===== src/design/etp_consts.svh =====
// How it works
// - with pulse and single-pulse modes both on, only pulse mode runs.
// - pulse mode blocks capture on input one; input two still captures.
// - counter equal to value one but not value two drives the output pin to level one.
// - counter equal to value two drives the output pin to level two.
// - pulse mode never sets the compare-match flags.
// - pulse mode suppresses the compare interrupt request.
// - pulse mode still raises the interrupt for capture-one events when enabled.
// - the pulse waveform appears on compare output pin one in pulse mode.
// - period and duty follow the two compare values and two match levels.
// - pulse mode sets capture flag one when counter reaches compare value two.
`ifndef ETP_CONSTS_SVH
`define ETP_CONSTS_SVH
`define ETP_CNT_INIT 8'h00
`define ETP_CNT_WIDTH 8
`define ETP_CMP_MAX 8'hFC
`endif


===== src/design/etp_pkg.sv =====
package etp_pkg;
  typedef enum logic [1:0] {
    ETP_IDLE = 2'b00,
    ETP_PWM = 2'b01,
    ETP_OPM = 2'b10
  } etp_mode_e;
endpackage : etp_pkg


===== src/design/etp_timer_pwm.sv =====
`timescale 1ns/1ps
`include "etp_consts.svh"
module etp_timer_pwm
  import etp_pkg::*;
#(
  parameter int W = `ETP_CNT_WIDTH
)
(
  input wire logic sys_clk_in,
  input wire logic reset_n_in,
  input wire logic timer_enable_in,
  input wire logic configure_pulse_width_mode_in,
  input wire logic single_pulse_mode_in,
  input wire logic match_one_level_high_in,
  input wire logic match_two_level_high_in,
  input wire logic [W-1:0] compare_value_one_in,
  input wire logic [W-1:0] compare_value_two_in,
  input wire logic capture_input_one_in,
  input wire logic capture_input_two_in,
  input wire logic capture_edge_rising_in,
  input wire logic capture_irq_enable_in,
  input wire logic compare_irq_enable_in,
  input wire logic flag_clear_in,
  output logic compare_output_pin_one_out,
  output logic [W-1:0] counter_out,
  output logic [W-1:0] capture_value_one_out,
  output logic [W-1:0] capture_value_two_out,
  output logic capture_flag_one_out,
  output logic capture_flag_two_out,
  output logic compare_flag_one_out,
  output logic compare_flag_two_out,
  output logic timer_irq_out,
  output logic [1:0] mode_out
);
  logic [W-1:0] cnt_ff;
  logic [W-1:0] nxt_cnt;
  logic pin_ff;
  logic nxt_pin;
  logic cap1_in_ff;
  logic cap2_in_ff;
  logic [W-1:0] cap1_val_ff;
  logic [W-1:0] cap2_val_ff;
  logic icf1_ff;
  logic icf2_ff;
  logic ocf1_ff;
  logic ocf2_ff;
  logic irq_ff;
  etp_mode_e mode_ff;
  etp_mode_e nxt_mode;

  // pulse mode overrides single-pulse selection
  wire pwm_on = timer_enable_in & configure_pulse_width_mode_in;
  wire opm_on = timer_enable_in & single_pulse_mode_in & ~configure_pulse_width_mode_in;
  wire match_one = timer_enable_in & (cnt_ff == compare_value_one_in);
  wire match_two = timer_enable_in & (cnt_ff == compare_value_two_in);
  wire wrap = pwm_on & match_two;

  function automatic logic edge_hit(input logic prev, input logic cur, input logic rising);
    edge_hit = rising ? (~prev & cur) : (prev & ~cur);
  endfunction : edge_hit

  // the capture-one pin is ignored in pulse and single-pulse modes
  wire cap1_edge = timer_enable_in & ~pwm_on & ~opm_on
    & edge_hit(cap1_in_ff, capture_input_one_in, capture_edge_rising_in);
  wire cap2_edge = timer_enable_in
    & edge_hit(cap2_in_ff, capture_input_two_in, capture_edge_rising_in);
  wire set_icf1 = cap1_edge | wrap;
  wire set_ocf1 = match_one & ~pwm_on;
  wire set_ocf2 = match_two & ~pwm_on;

  assign nxt_cnt = !timer_enable_in ? cnt_ff
    : wrap ? W'(`ETP_CNT_INIT)
    : cnt_ff + {{(W-1){1'b0}}, 1'b1};
  // match two takes priority when both values coincide, as it ends the period
  assign nxt_pin = !pwm_on ? pin_ff
    : match_two ? match_two_level_high_in
    : match_one ? match_one_level_high_in
    : pin_ff;
  assign nxt_mode = pwm_on ? ETP_PWM : opm_on ? ETP_OPM : ETP_IDLE;

  // the set wins over a clear landing in the same cycle
  wire nxt_icf1 = set_icf1 | (icf1_ff & ~flag_clear_in);
  wire nxt_icf2 = cap2_edge | (icf2_ff & ~flag_clear_in);
  wire nxt_ocf1 = set_ocf1 | (ocf1_ff & ~flag_clear_in);
  wire nxt_ocf2 = set_ocf2 | (ocf2_ff & ~flag_clear_in);
  wire cmp_irq = compare_irq_enable_in & ~pwm_on & (nxt_ocf1 | nxt_ocf2);
  wire cap_irq = capture_irq_enable_in & (nxt_icf1 | nxt_icf2);
  wire nxt_irq = cmp_irq | cap_irq;

  // one register per process keeps each reset value beside its flop
  always_ff @(posedge sys_clk_in or negedge reset_n_in)
  begin
    if (!reset_n_in)
    begin
      cnt_ff <= W'(`ETP_CNT_INIT);
    end
    else
    begin
      cnt_ff <= nxt_cnt;
    end
  end

  always_ff @(posedge sys_clk_in or negedge reset_n_in)
  begin
    if (!reset_n_in)
    begin
      pin_ff <= 1'b0;
    end
    else
    begin
      pin_ff <= nxt_pin;
    end
  end

  always_ff @(posedge sys_clk_in or negedge reset_n_in)
  begin
    if (!reset_n_in)
    begin
      mode_ff <= ETP_IDLE;
    end
    else
    begin
      mode_ff <= nxt_mode;
    end
  end

  always_ff @(posedge sys_clk_in or negedge reset_n_in)
  begin
    if (!reset_n_in)
    begin
      irq_ff <= 1'b0;
    end
    else
    begin
      irq_ff <= nxt_irq;
    end
  end

  always_ff @(posedge sys_clk_in or negedge reset_n_in)
  begin
    if (!reset_n_in)
    begin
      cap1_in_ff <= 1'b0;
    end
    else
    begin
      cap1_in_ff <= capture_input_one_in;
    end
  end

  always_ff @(posedge sys_clk_in or negedge reset_n_in)
  begin
    if (!reset_n_in)
    begin
      cap2_in_ff <= 1'b0;
    end
    else
    begin
      cap2_in_ff <= capture_input_two_in;
    end
  end

  always_ff @(posedge sys_clk_in or negedge reset_n_in)
  begin
    if (!reset_n_in)
    begin
      cap1_val_ff <= '0;
    end
    else if (cap1_edge)
    begin
      cap1_val_ff <= cnt_ff;
    end
  end

  always_ff @(posedge sys_clk_in or negedge reset_n_in)
  begin
    if (!reset_n_in)
    begin
      cap2_val_ff <= '0;
    end
    else if (cap2_edge)
    begin
      cap2_val_ff <= cnt_ff;
    end
  end

  always_ff @(posedge sys_clk_in or negedge reset_n_in)
  begin
    if (!reset_n_in)
    begin
      icf1_ff <= 1'b0;
    end
    else
    begin
      icf1_ff <= nxt_icf1;
    end
  end

  always_ff @(posedge sys_clk_in or negedge reset_n_in)
  begin
    if (!reset_n_in)
    begin
      icf2_ff <= 1'b0;
    end
    else
    begin
      icf2_ff <= nxt_icf2;
    end
  end

  always_ff @(posedge sys_clk_in or negedge reset_n_in)
  begin
    if (!reset_n_in)
    begin
      ocf1_ff <= 1'b0;
    end
    else
    begin
      ocf1_ff <= nxt_ocf1;
    end
  end

  always_ff @(posedge sys_clk_in or negedge reset_n_in)
  begin
    if (!reset_n_in)
    begin
      ocf2_ff <= 1'b0;
    end
    else
    begin
      ocf2_ff <= nxt_ocf2;
    end
  end

  assign compare_output_pin_one_out = pin_ff;
  assign counter_out = cnt_ff;
  assign capture_value_one_out = cap1_val_ff;
  assign capture_value_two_out = cap2_val_ff;
  assign capture_flag_one_out = icf1_ff;
  assign capture_flag_two_out = icf2_ff;
  assign compare_flag_one_out = ocf1_ff;
  assign compare_flag_two_out = ocf2_ff;
  assign timer_irq_out = irq_ff;
  assign mode_out = mode_ff;
endmodule : etp_timer_pwm


===== config.mk =====
export PLATFORM = sky130hd
export DESIGN_NAME = etp_timer_pwm
export DESIGN_NICKNAME = d
export VERILOG_FILES = /design/src/design/etp_pkg.sv /design/src/design/etp_timer_pwm.sv
export VERILOG_INCLUDE_DIRS = /design/src /design/src/design
export SDC_FILE = /design/constraint.sdc
export NUM_CORES = 1
export LEC_CHECK = 0
export ABC_AREA = 1
export BUFFER_PORTS_ARGS = -buffer_cell sky130_fd_sc_hd__buf_2
export CORE_MARGIN = 5
export CORE_UTILIZATION = 25
export DETAILED_ROUTE_END_ITERATION = 8
export GPL_ROUTABILITY_DRIVEN = 0
export PLACE_DENSITY = 0.56
export SLEW_MARGIN = 5
export SYNTH_ARGS = -nofsm -noshare
export SYNTH_HDL_FRONTEND = slang
export SYNTH_SLANG_ARGS = --single-unit

===== constraint.sdc =====
create_clock -name sys_clk_in -period 1.3 [get_ports sys_clk_in]
set_clock_uncertainty 0.05 [all_clocks]
set_input_delay 0.065 -clock sys_clk_in [delete_from_list [all_inputs] [get_ports sys_clk_in]]
set_output_delay 0.065 -clock sys_clk_in [all_outputs]
set_load 0.01 [all_outputs]

==> results.json, run 1 <==
{
  "status": "finished with violations",
  "violations": "negative setup slack",
  "power_frac_clock_pct": 20.0,
  "nets": 351,
  "leakage_nw": 1.434,
  "tritoncts": "yes",
  "htreeDepth": 2,
  "grt_max_degree": 17,
  "path_class": "reg -> reg",
  "first_iter_violations": 40,
  "clkSinkCount": 34,
  "clkSlewWorstSetupHoldPaths_ns": 0.08,
  "final_layout_size_suffix_gt1_share_pct": 40.37,
  "synth-seq-cells": 34,
  "ant_nets": 0,
  "post-route-period-util_pct": 118.8,
  "area_delta_synth_final_pct": 51.97,
  "avgViaCountPerCell": 4.274,
  "yosysTopAreaCellShare_pct": 50.48,
  "final_common_cell": "nand2_1",
  "synth_area_per_cell_sq_um": 7.767,
  "power.internal_w": 0.002944,
  "first_pass_iters": 4,
  "required_ns": 1.43,
  "fillCellCount": 734,
  "grt_overflow": 0,
  "initial_core_util_pct": 25.22,
  "rrSetupSlack_ns": -0.24,
  "ff2ff_path_depth": 12,
  "tightest_slew_ns": 0.3499,
  "slew_violations": 0,
  "critPathLaunchType": "flop",
  "synth.area.top_cells": "dfrtp_1 (50%), nand2_1 (16%), inv_1 (7.1%), o21ai_0 (6.5%), nand3_1 (4.5%)",
  "whs_endpoint": "capture_flag_two_out",
  "setup_slack_ns": -0.2444,
  "whs_path_depth": 4,
  "slew_headroom_pct": 76.68,
  "hpwlAfterDp_microns": 3905,
  "portBuffers": 60,
  "switching_share_pct": 35.93,
  "route.detailed.drc": 0,
  "path_max_fanout": 6,
  "drv_cap": 0,
  "regToRegEndpoint": "compare_output_pin_one_out",
  "yosysTopAreaCell": "dfrtp_1",
  "setup_viol": 13,
  "die_h_microns": 92.11,
  "io_pins": 61,
  "final_cell_mix": "nand2_1 (65), buf_2 (60), buf_4 (33)",
  "r2r_start": "counter_out[1]",
  "syn_inst": 217,
  "wl_per_cell_microns": 12.56,
  "antenna_found_initial": 0,
  "fin_tns_setup_ns": -1.629,
  "fmax_mhz": 647.5,
  "grt_pass1_vias": 1847,
  "ys.warnings.count": 0,
  "cts_made_buffers": 5,
  "hold_path.class": "in -> reg",
  "rows": 30,
  "min_period_ns": 1.544,
  "grt_use_total_pct": 12.39,
  "clock_latency_ns": 0.29,
  "pwr-share-comb_pct": 44.1,
  "min-delay-start": "flag_clear_in",
  "finalHoldWorstSlack_ns": 0.04007,
  "coreArea_sq_um": 6681,
  "clock_path_buffers": 2,
  "die_area_sq_um": 8483,
  "synth_fp_nets": 247,
  "ys_seq_area_share_pct": 50.48,
  "rsz0062_at_grt": "true",
  "crit_arrival_ns": 1.68,
  "root_buffer": "clkbuf_8",
  "peakVddDrop_v": 0.0005903,
  "grt_pass1_wl_microns": 8376,
  "routed_wl_microns": 5050,
  "syn_area_sq_um": 1685,
  "endpoint_kind": "flop",
  "yosysUniqueCellTypes": 24,
  "final_hold_viol_count": 0,
  "vias": 1718,
  "die_x_microns": 92.11,
  "antenna_cells": 0,
  "pwr_density_cell_nw_per_um2": 1794,
  "p_sw_w": 0.001651,
  "p_seq_share_pct": 35.9
}
Yosys cell counts:
cell type	count
a21oi_1	5
and2_1	3
buf_2	1
buf_6	1
clkbuf_1	2
clkbuf_2	1
dfrtp_1	34
ha_1	1
inv_1	32
inv_2	1
nand2_1	70
nand3_1	15
nand3_2	1
nand3b_1	1
nand3b_2	1
nor2_1	14
nor2_4	1
nor3_1	2
nor3b_1	1
o21ai_0	22
o311ai_0	1
or2_2	1
xnor2_1	5
xor2_1	1
critical path, stage by stage (launching register included):
cell and delay, ns:
dfrtp_2 0.42, inv_2 0.06, nand2_1 0.06, nand2_1 0.05, nor2_1 0.10, nand2_1 0.09
nor2_4 0.18, buf_6 0.13, nand2_2 0.04, nand2_1 0.07, nand2_1 0.06, inv_1 0.07
a21oi_2 0.05
power groups by stage:
stage / logic, W / clock network [W] / registers (W)
final: 0.00203 / 0.000919 / 0.00165
after global routing: 0.00228 / 0.000990 / 0.00170
after CTS: 0.00200 / 0.000950 / 0.00166
after detailed placement: 0.00192 / 0 / 0.00167
after global placement: 0.00191 / 0 / 0.00166
after floorplan: 0.000773 / 0 / 0.00179
worst max path at each step:
stage / from / end / slack [ns] / cells after the start
final: counter_out[1] / compare_output_pin_one_out / -0.24 / 12
after global routing: counter_out[0] / compare_output_pin_one_out / -0.40 / 11
after CTS: counter_out[0] / compare_output_pin_one_out / -0.16 / 10
after detailed placement: counter_out[1] / compare_output_pin_one_out / -0.28 / 10
after global placement: counter_out[0] / compare_output_pin_one_out / -0.21 / 10
after floorplan: counter_out[0] / counter_out[2] / -0.08 / 9
state kept, by name (all words and copies together) (netlist names):
name,cells
cap1_in_ff,1
capture_value_one_out,8
cap2_in_ff,1
capture_flag_two_out,1
capture_value_two_out,8
counter_out,8
mode_out,2
capture_flag_one_out,1
compare_flag_two_out,1
timer_irq_out,1
compare_flag_one_out,1
compare_output_pin_one_out,1
layer usage:
metal | global-route usage (%) | part of all wire, %
met1 | 14.58 | 45
met2 | 22.08 | 50
met3 | 2.625 | 3.0
met4 | 4.455 | 1.6
met5 | 0 | 0
layout make-up:
class | instances | area [sq um] | area share [%]
multi-input cells | 146 | 740.7 | 28.92
repair buffers | 100 | 619.3 | 24.18
flip-flops and latches | 34 | 855.8 | 33.41
clock buffers | 8 | 110.1 | 4.299
well taps | 80 | 100.1 | 3.908
inverters | 33 | 127.6 | 4.983
repair inverters | 1 | 7.507 | 0.2931
through the flow:
step / area (sq um) / std cells / total power, W / util (%) / setup slack (ns)
floorplan: 1709 / 217 / 0.002563 / - / -0.08404
CTS: 2517 / 399 / 0.004604 / 37.68 / -0.1630
global route: 2561 / 402 / 0.004977 / 38.33 / -0.3967
detailed placement: 2297 / 382 / 0.003597 / 34.38 / -0.2758
finish: 2561 / 402 / 0.004596 / 38.33 / -0.2444
global placement: 2297 / 382 / 0.003569 / 34.38 / -0.2118
cells by family (layout without fill, tap and decap cells):
family,after synthesis,in the layout,share of synthesized area (%)
and+or+nand+nor,110,111,28.06
xor gates and xnor gates,6,6,3.118
AOI/OAI and AO/OA,28,28,8.538
buffers and inverters,38,142,9.057
adders and majority gates,1,1,0.7423
DFF,34,34,50.48
timing repair:
item                       CTS  global route
gates cloned                 2             0
hold buffers                 6             0
gates resized for setup     11            16
setup endpoints to repair   20            29
pin swaps                    5            14
hold endpoints to repair    28             0
setup buffers                1             3
Note: power is estimated with default switching activity, not from simulation.
==> inputs of run 2 (changes only) <==
Settings changed: ABC_AREA 1 to 0, PLACE_DENSITY 0.56 to 0.55.
Clock period 1.3 ns to 1.4 ns, I/O delays scaled along.
==> results.json, run 2 <==
{
  "route.detailed.drc": 0,
  "syn_inst": 147,
  "critPathLaunchType": "flop",
  "regArea_sq_um": 858.3,
  "final_common_cell": "buf_2",
  "synthFlopType": "dfrtp_1",
  "io_pins": 61,
  "synth_area_per_cell_sq_um": 11.69,
  "drv_cap": 0,
  "die_x_microns": 92.93,
  "final-instance-count-excl-fill": 321,
  "clock_path_buffers": 2,
  "grt_max_degree": 19,
  "rows": 30,
  "cts_made_buffers": 5,
  "crit_arrival_ns": 1.70,
  "clock_latency_ns": 0.29,
  "wl_per_cell_microns": 14.56,
  "grt_pass1_vias": 1494,
  "root_buffer": "clkbuf_8",
  "yosysUniqueCellTypes": 36,
  "synth.area.top_cells": "dfrtp_1 (49%), xnor2_1 (6.6%), xnor2_2 (4.7%), buf_6 (3.9%), mux2_1 (3.9%)",
  "async_reset_ff_share_pct": 100.0,
  "multi_input_area_sq_um": 855.8,
  "leakage_nw": 1.274,
  "required_ns": 1.52,
  "hpwlAfterDp_microns": 3606,
  "min_period_ns": 1.574,
  "place_ws_ns": -0.2526,
  "yosysTopAreaCellShare_pct": 49.49,
  "clkSinkCount": 34,
  "synth_fp_nets": 177,
  "ys.warnings.count": 0,
  "hold_path.class": "in -> reg",
  "die_h_microns": 92.93,
  "dpl.cell_count": 298,
  "area_delta_synth_final_pct": 48.76,
  "initial_core_util_pct": 25.44,
  "yosysTopAreaCell": "dfrtp_1",
  "ant_nets": 0,
  "path_class": "reg -> reg",
  "fin_tns_setup_ns": -1.647,
  "setup_slack_ns": -0.1744,
  "fmax_mhz": 635.2,
  "avgViaCountPerCell": 4.336,
  "slew_violations": 0,
  "setup_viol": 17,
  "final_cell_mix": "buf_2 (60), dfrtp_1 (28), buf_4 (24)",
  "peakVddDrop_v": 0.0007746,
  "path_max_fanout": 4,
  "die_area_sq_um": 8635,
  "first_iter_violations": 37,
  "vias": 1392,
  "clkSlewWorstSetupHoldPaths_ns": 0.08,
  "htreeDepth": 2,
  "antenna_cells": 0,
  "post-route-period-util_pct": 112.5,
  "yosys-top-cells-count": "dfrtp_1 (34), xnor2_1 (13), nand2_1 (11), o21ai_0 (9), nor2_1 (8)",
  "tightest_slew_ns": 0.4517,
  "synth_most_common_cell": "dfrtp_1",
  "finalHoldWorstSlack_ns": 0.02930,
  "portBuffers": 60,
  "ys_seq_area_share_pct": 49.49,
  "nets": 270,
  "status": "finished with violations",
  "routed_wl_microns": 4673,
  "synth_edf_count": 0,
  "coreArea_sq_um": 6756,
  "final_layout_size_suffix_gt1_share_pct": 58.51,
  "grt_pass1_wl_microns": 7576,
  "tritoncts": "yes",
  "grt_use_total_pct": 11.59,
  "syn_area_sq_um": 1719,
  "final_hold_viol_count": 0,
  "grt_overflow": 0,
  "slew_headroom_pct": 69.88,
  "pwr_density_cell_nw_per_um2": 1753,
  "antenna_found_initial": 0,
  "violations": "negative setup slack",
  "synth-seq-cells": 34,
  "rsz0062_at_grt": "true",
  "endpoint_kind": "flop",
  "first_pass_iters": 4,
  "fillCellCount": 680
}
run 2: path summary, 6_finish.rpt:
check                           depth (start not counted)                     startpoint  slack, ns                          to
worst max-delay path                                    5                 counter_out[4]      -0.17  compare_output_pin_one_out
max in group asynchronous                               3                     reset_n_in       0.62              counter_out[5]
worst max register to register                          5                 counter_out[4]      -0.17  compare_output_pin_one_out
worst min register to register                          2       capture_value_one_out[6]       0.44    capture_value_one_out[6]
worst min-delay path                                    2  configure_pulse_width_mode_in       0.03                 mode_out[1]
min in group asynchronous                               2                     reset_n_in       0.20                 mode_out[1]
run 2: cell type report:
class	instances	area share, %
well taps	80	3.914
clock inverters	3	1.566
multi-input cells	96	33.46
inverters	8	1.174
repair buffers	95	23.63
clock buffers	5	2.691
flip-flops and latches	34	33.56
run 2: critical path: stages (launching register included):
cell and delay, ns:
dfrtp_2 0.47, xnor2_2 0.16, nand4_1 0.14, or4_1 0.42, mux2i_1 0.14, a22oi_1 0.08
run 2: logic make-up (layout without fill, tap and decap cells):
| logic type | after synthesis | count (layout) | synth area share, % |
|---|---|---|---|
| xor gates and xnor gates | 21 | 21 | 12.88 |
| muxes | 14 | 14 | 9.024 |
| and+or+nand+nor | 42 | 42 | 14.48 |
| DFF | 34 | 34 | 49.49 |
| AOI/OAI and AO/OA | 18 | 18 | 6.841 |
| buffers and inverters | 17 | 111 | 6.550 |
| adders and majority gates | 1 | 1 | 0.7277 |
run 2: power by group:
group          internal (W)  switching, W
clock network      0.000524      0.000387
logic               0.00114      0.000888
registers           0.00129      0.000254
total               0.00295       0.00153
run 2: what timing repair did:
item	in CTS	in global routing
hold endpoints to repair	23	0
endpoints found under the setup margin	24	25
gates resized for setup	12	18
hold buffers	7	0
pin swaps	11	4
setup buffers	6	2
run 2: metrics by stage:
stage | power, W | utilization [%] | area, sq um
floorplan | 0.002621 | - | 1732
global placement | 0.003230 | 32.74 | 2212
detailed placement | 0.003260 | 32.74 | 2212
CTS | 0.004364 | 36.80 | 2486
global route | 0.004828 | 37.85 | 2557
finish | 0.004482 | 37.85 | 2557
run 2: routing by layer:
layer	vias to the layer above	track usage (%)	share of wire, %
met5	-	0	0
met4	0	2.930	0.96
met3	5	4.874	7.6
met2	40	17.52	45
met1	669	15.25	47
li1	678	-	-
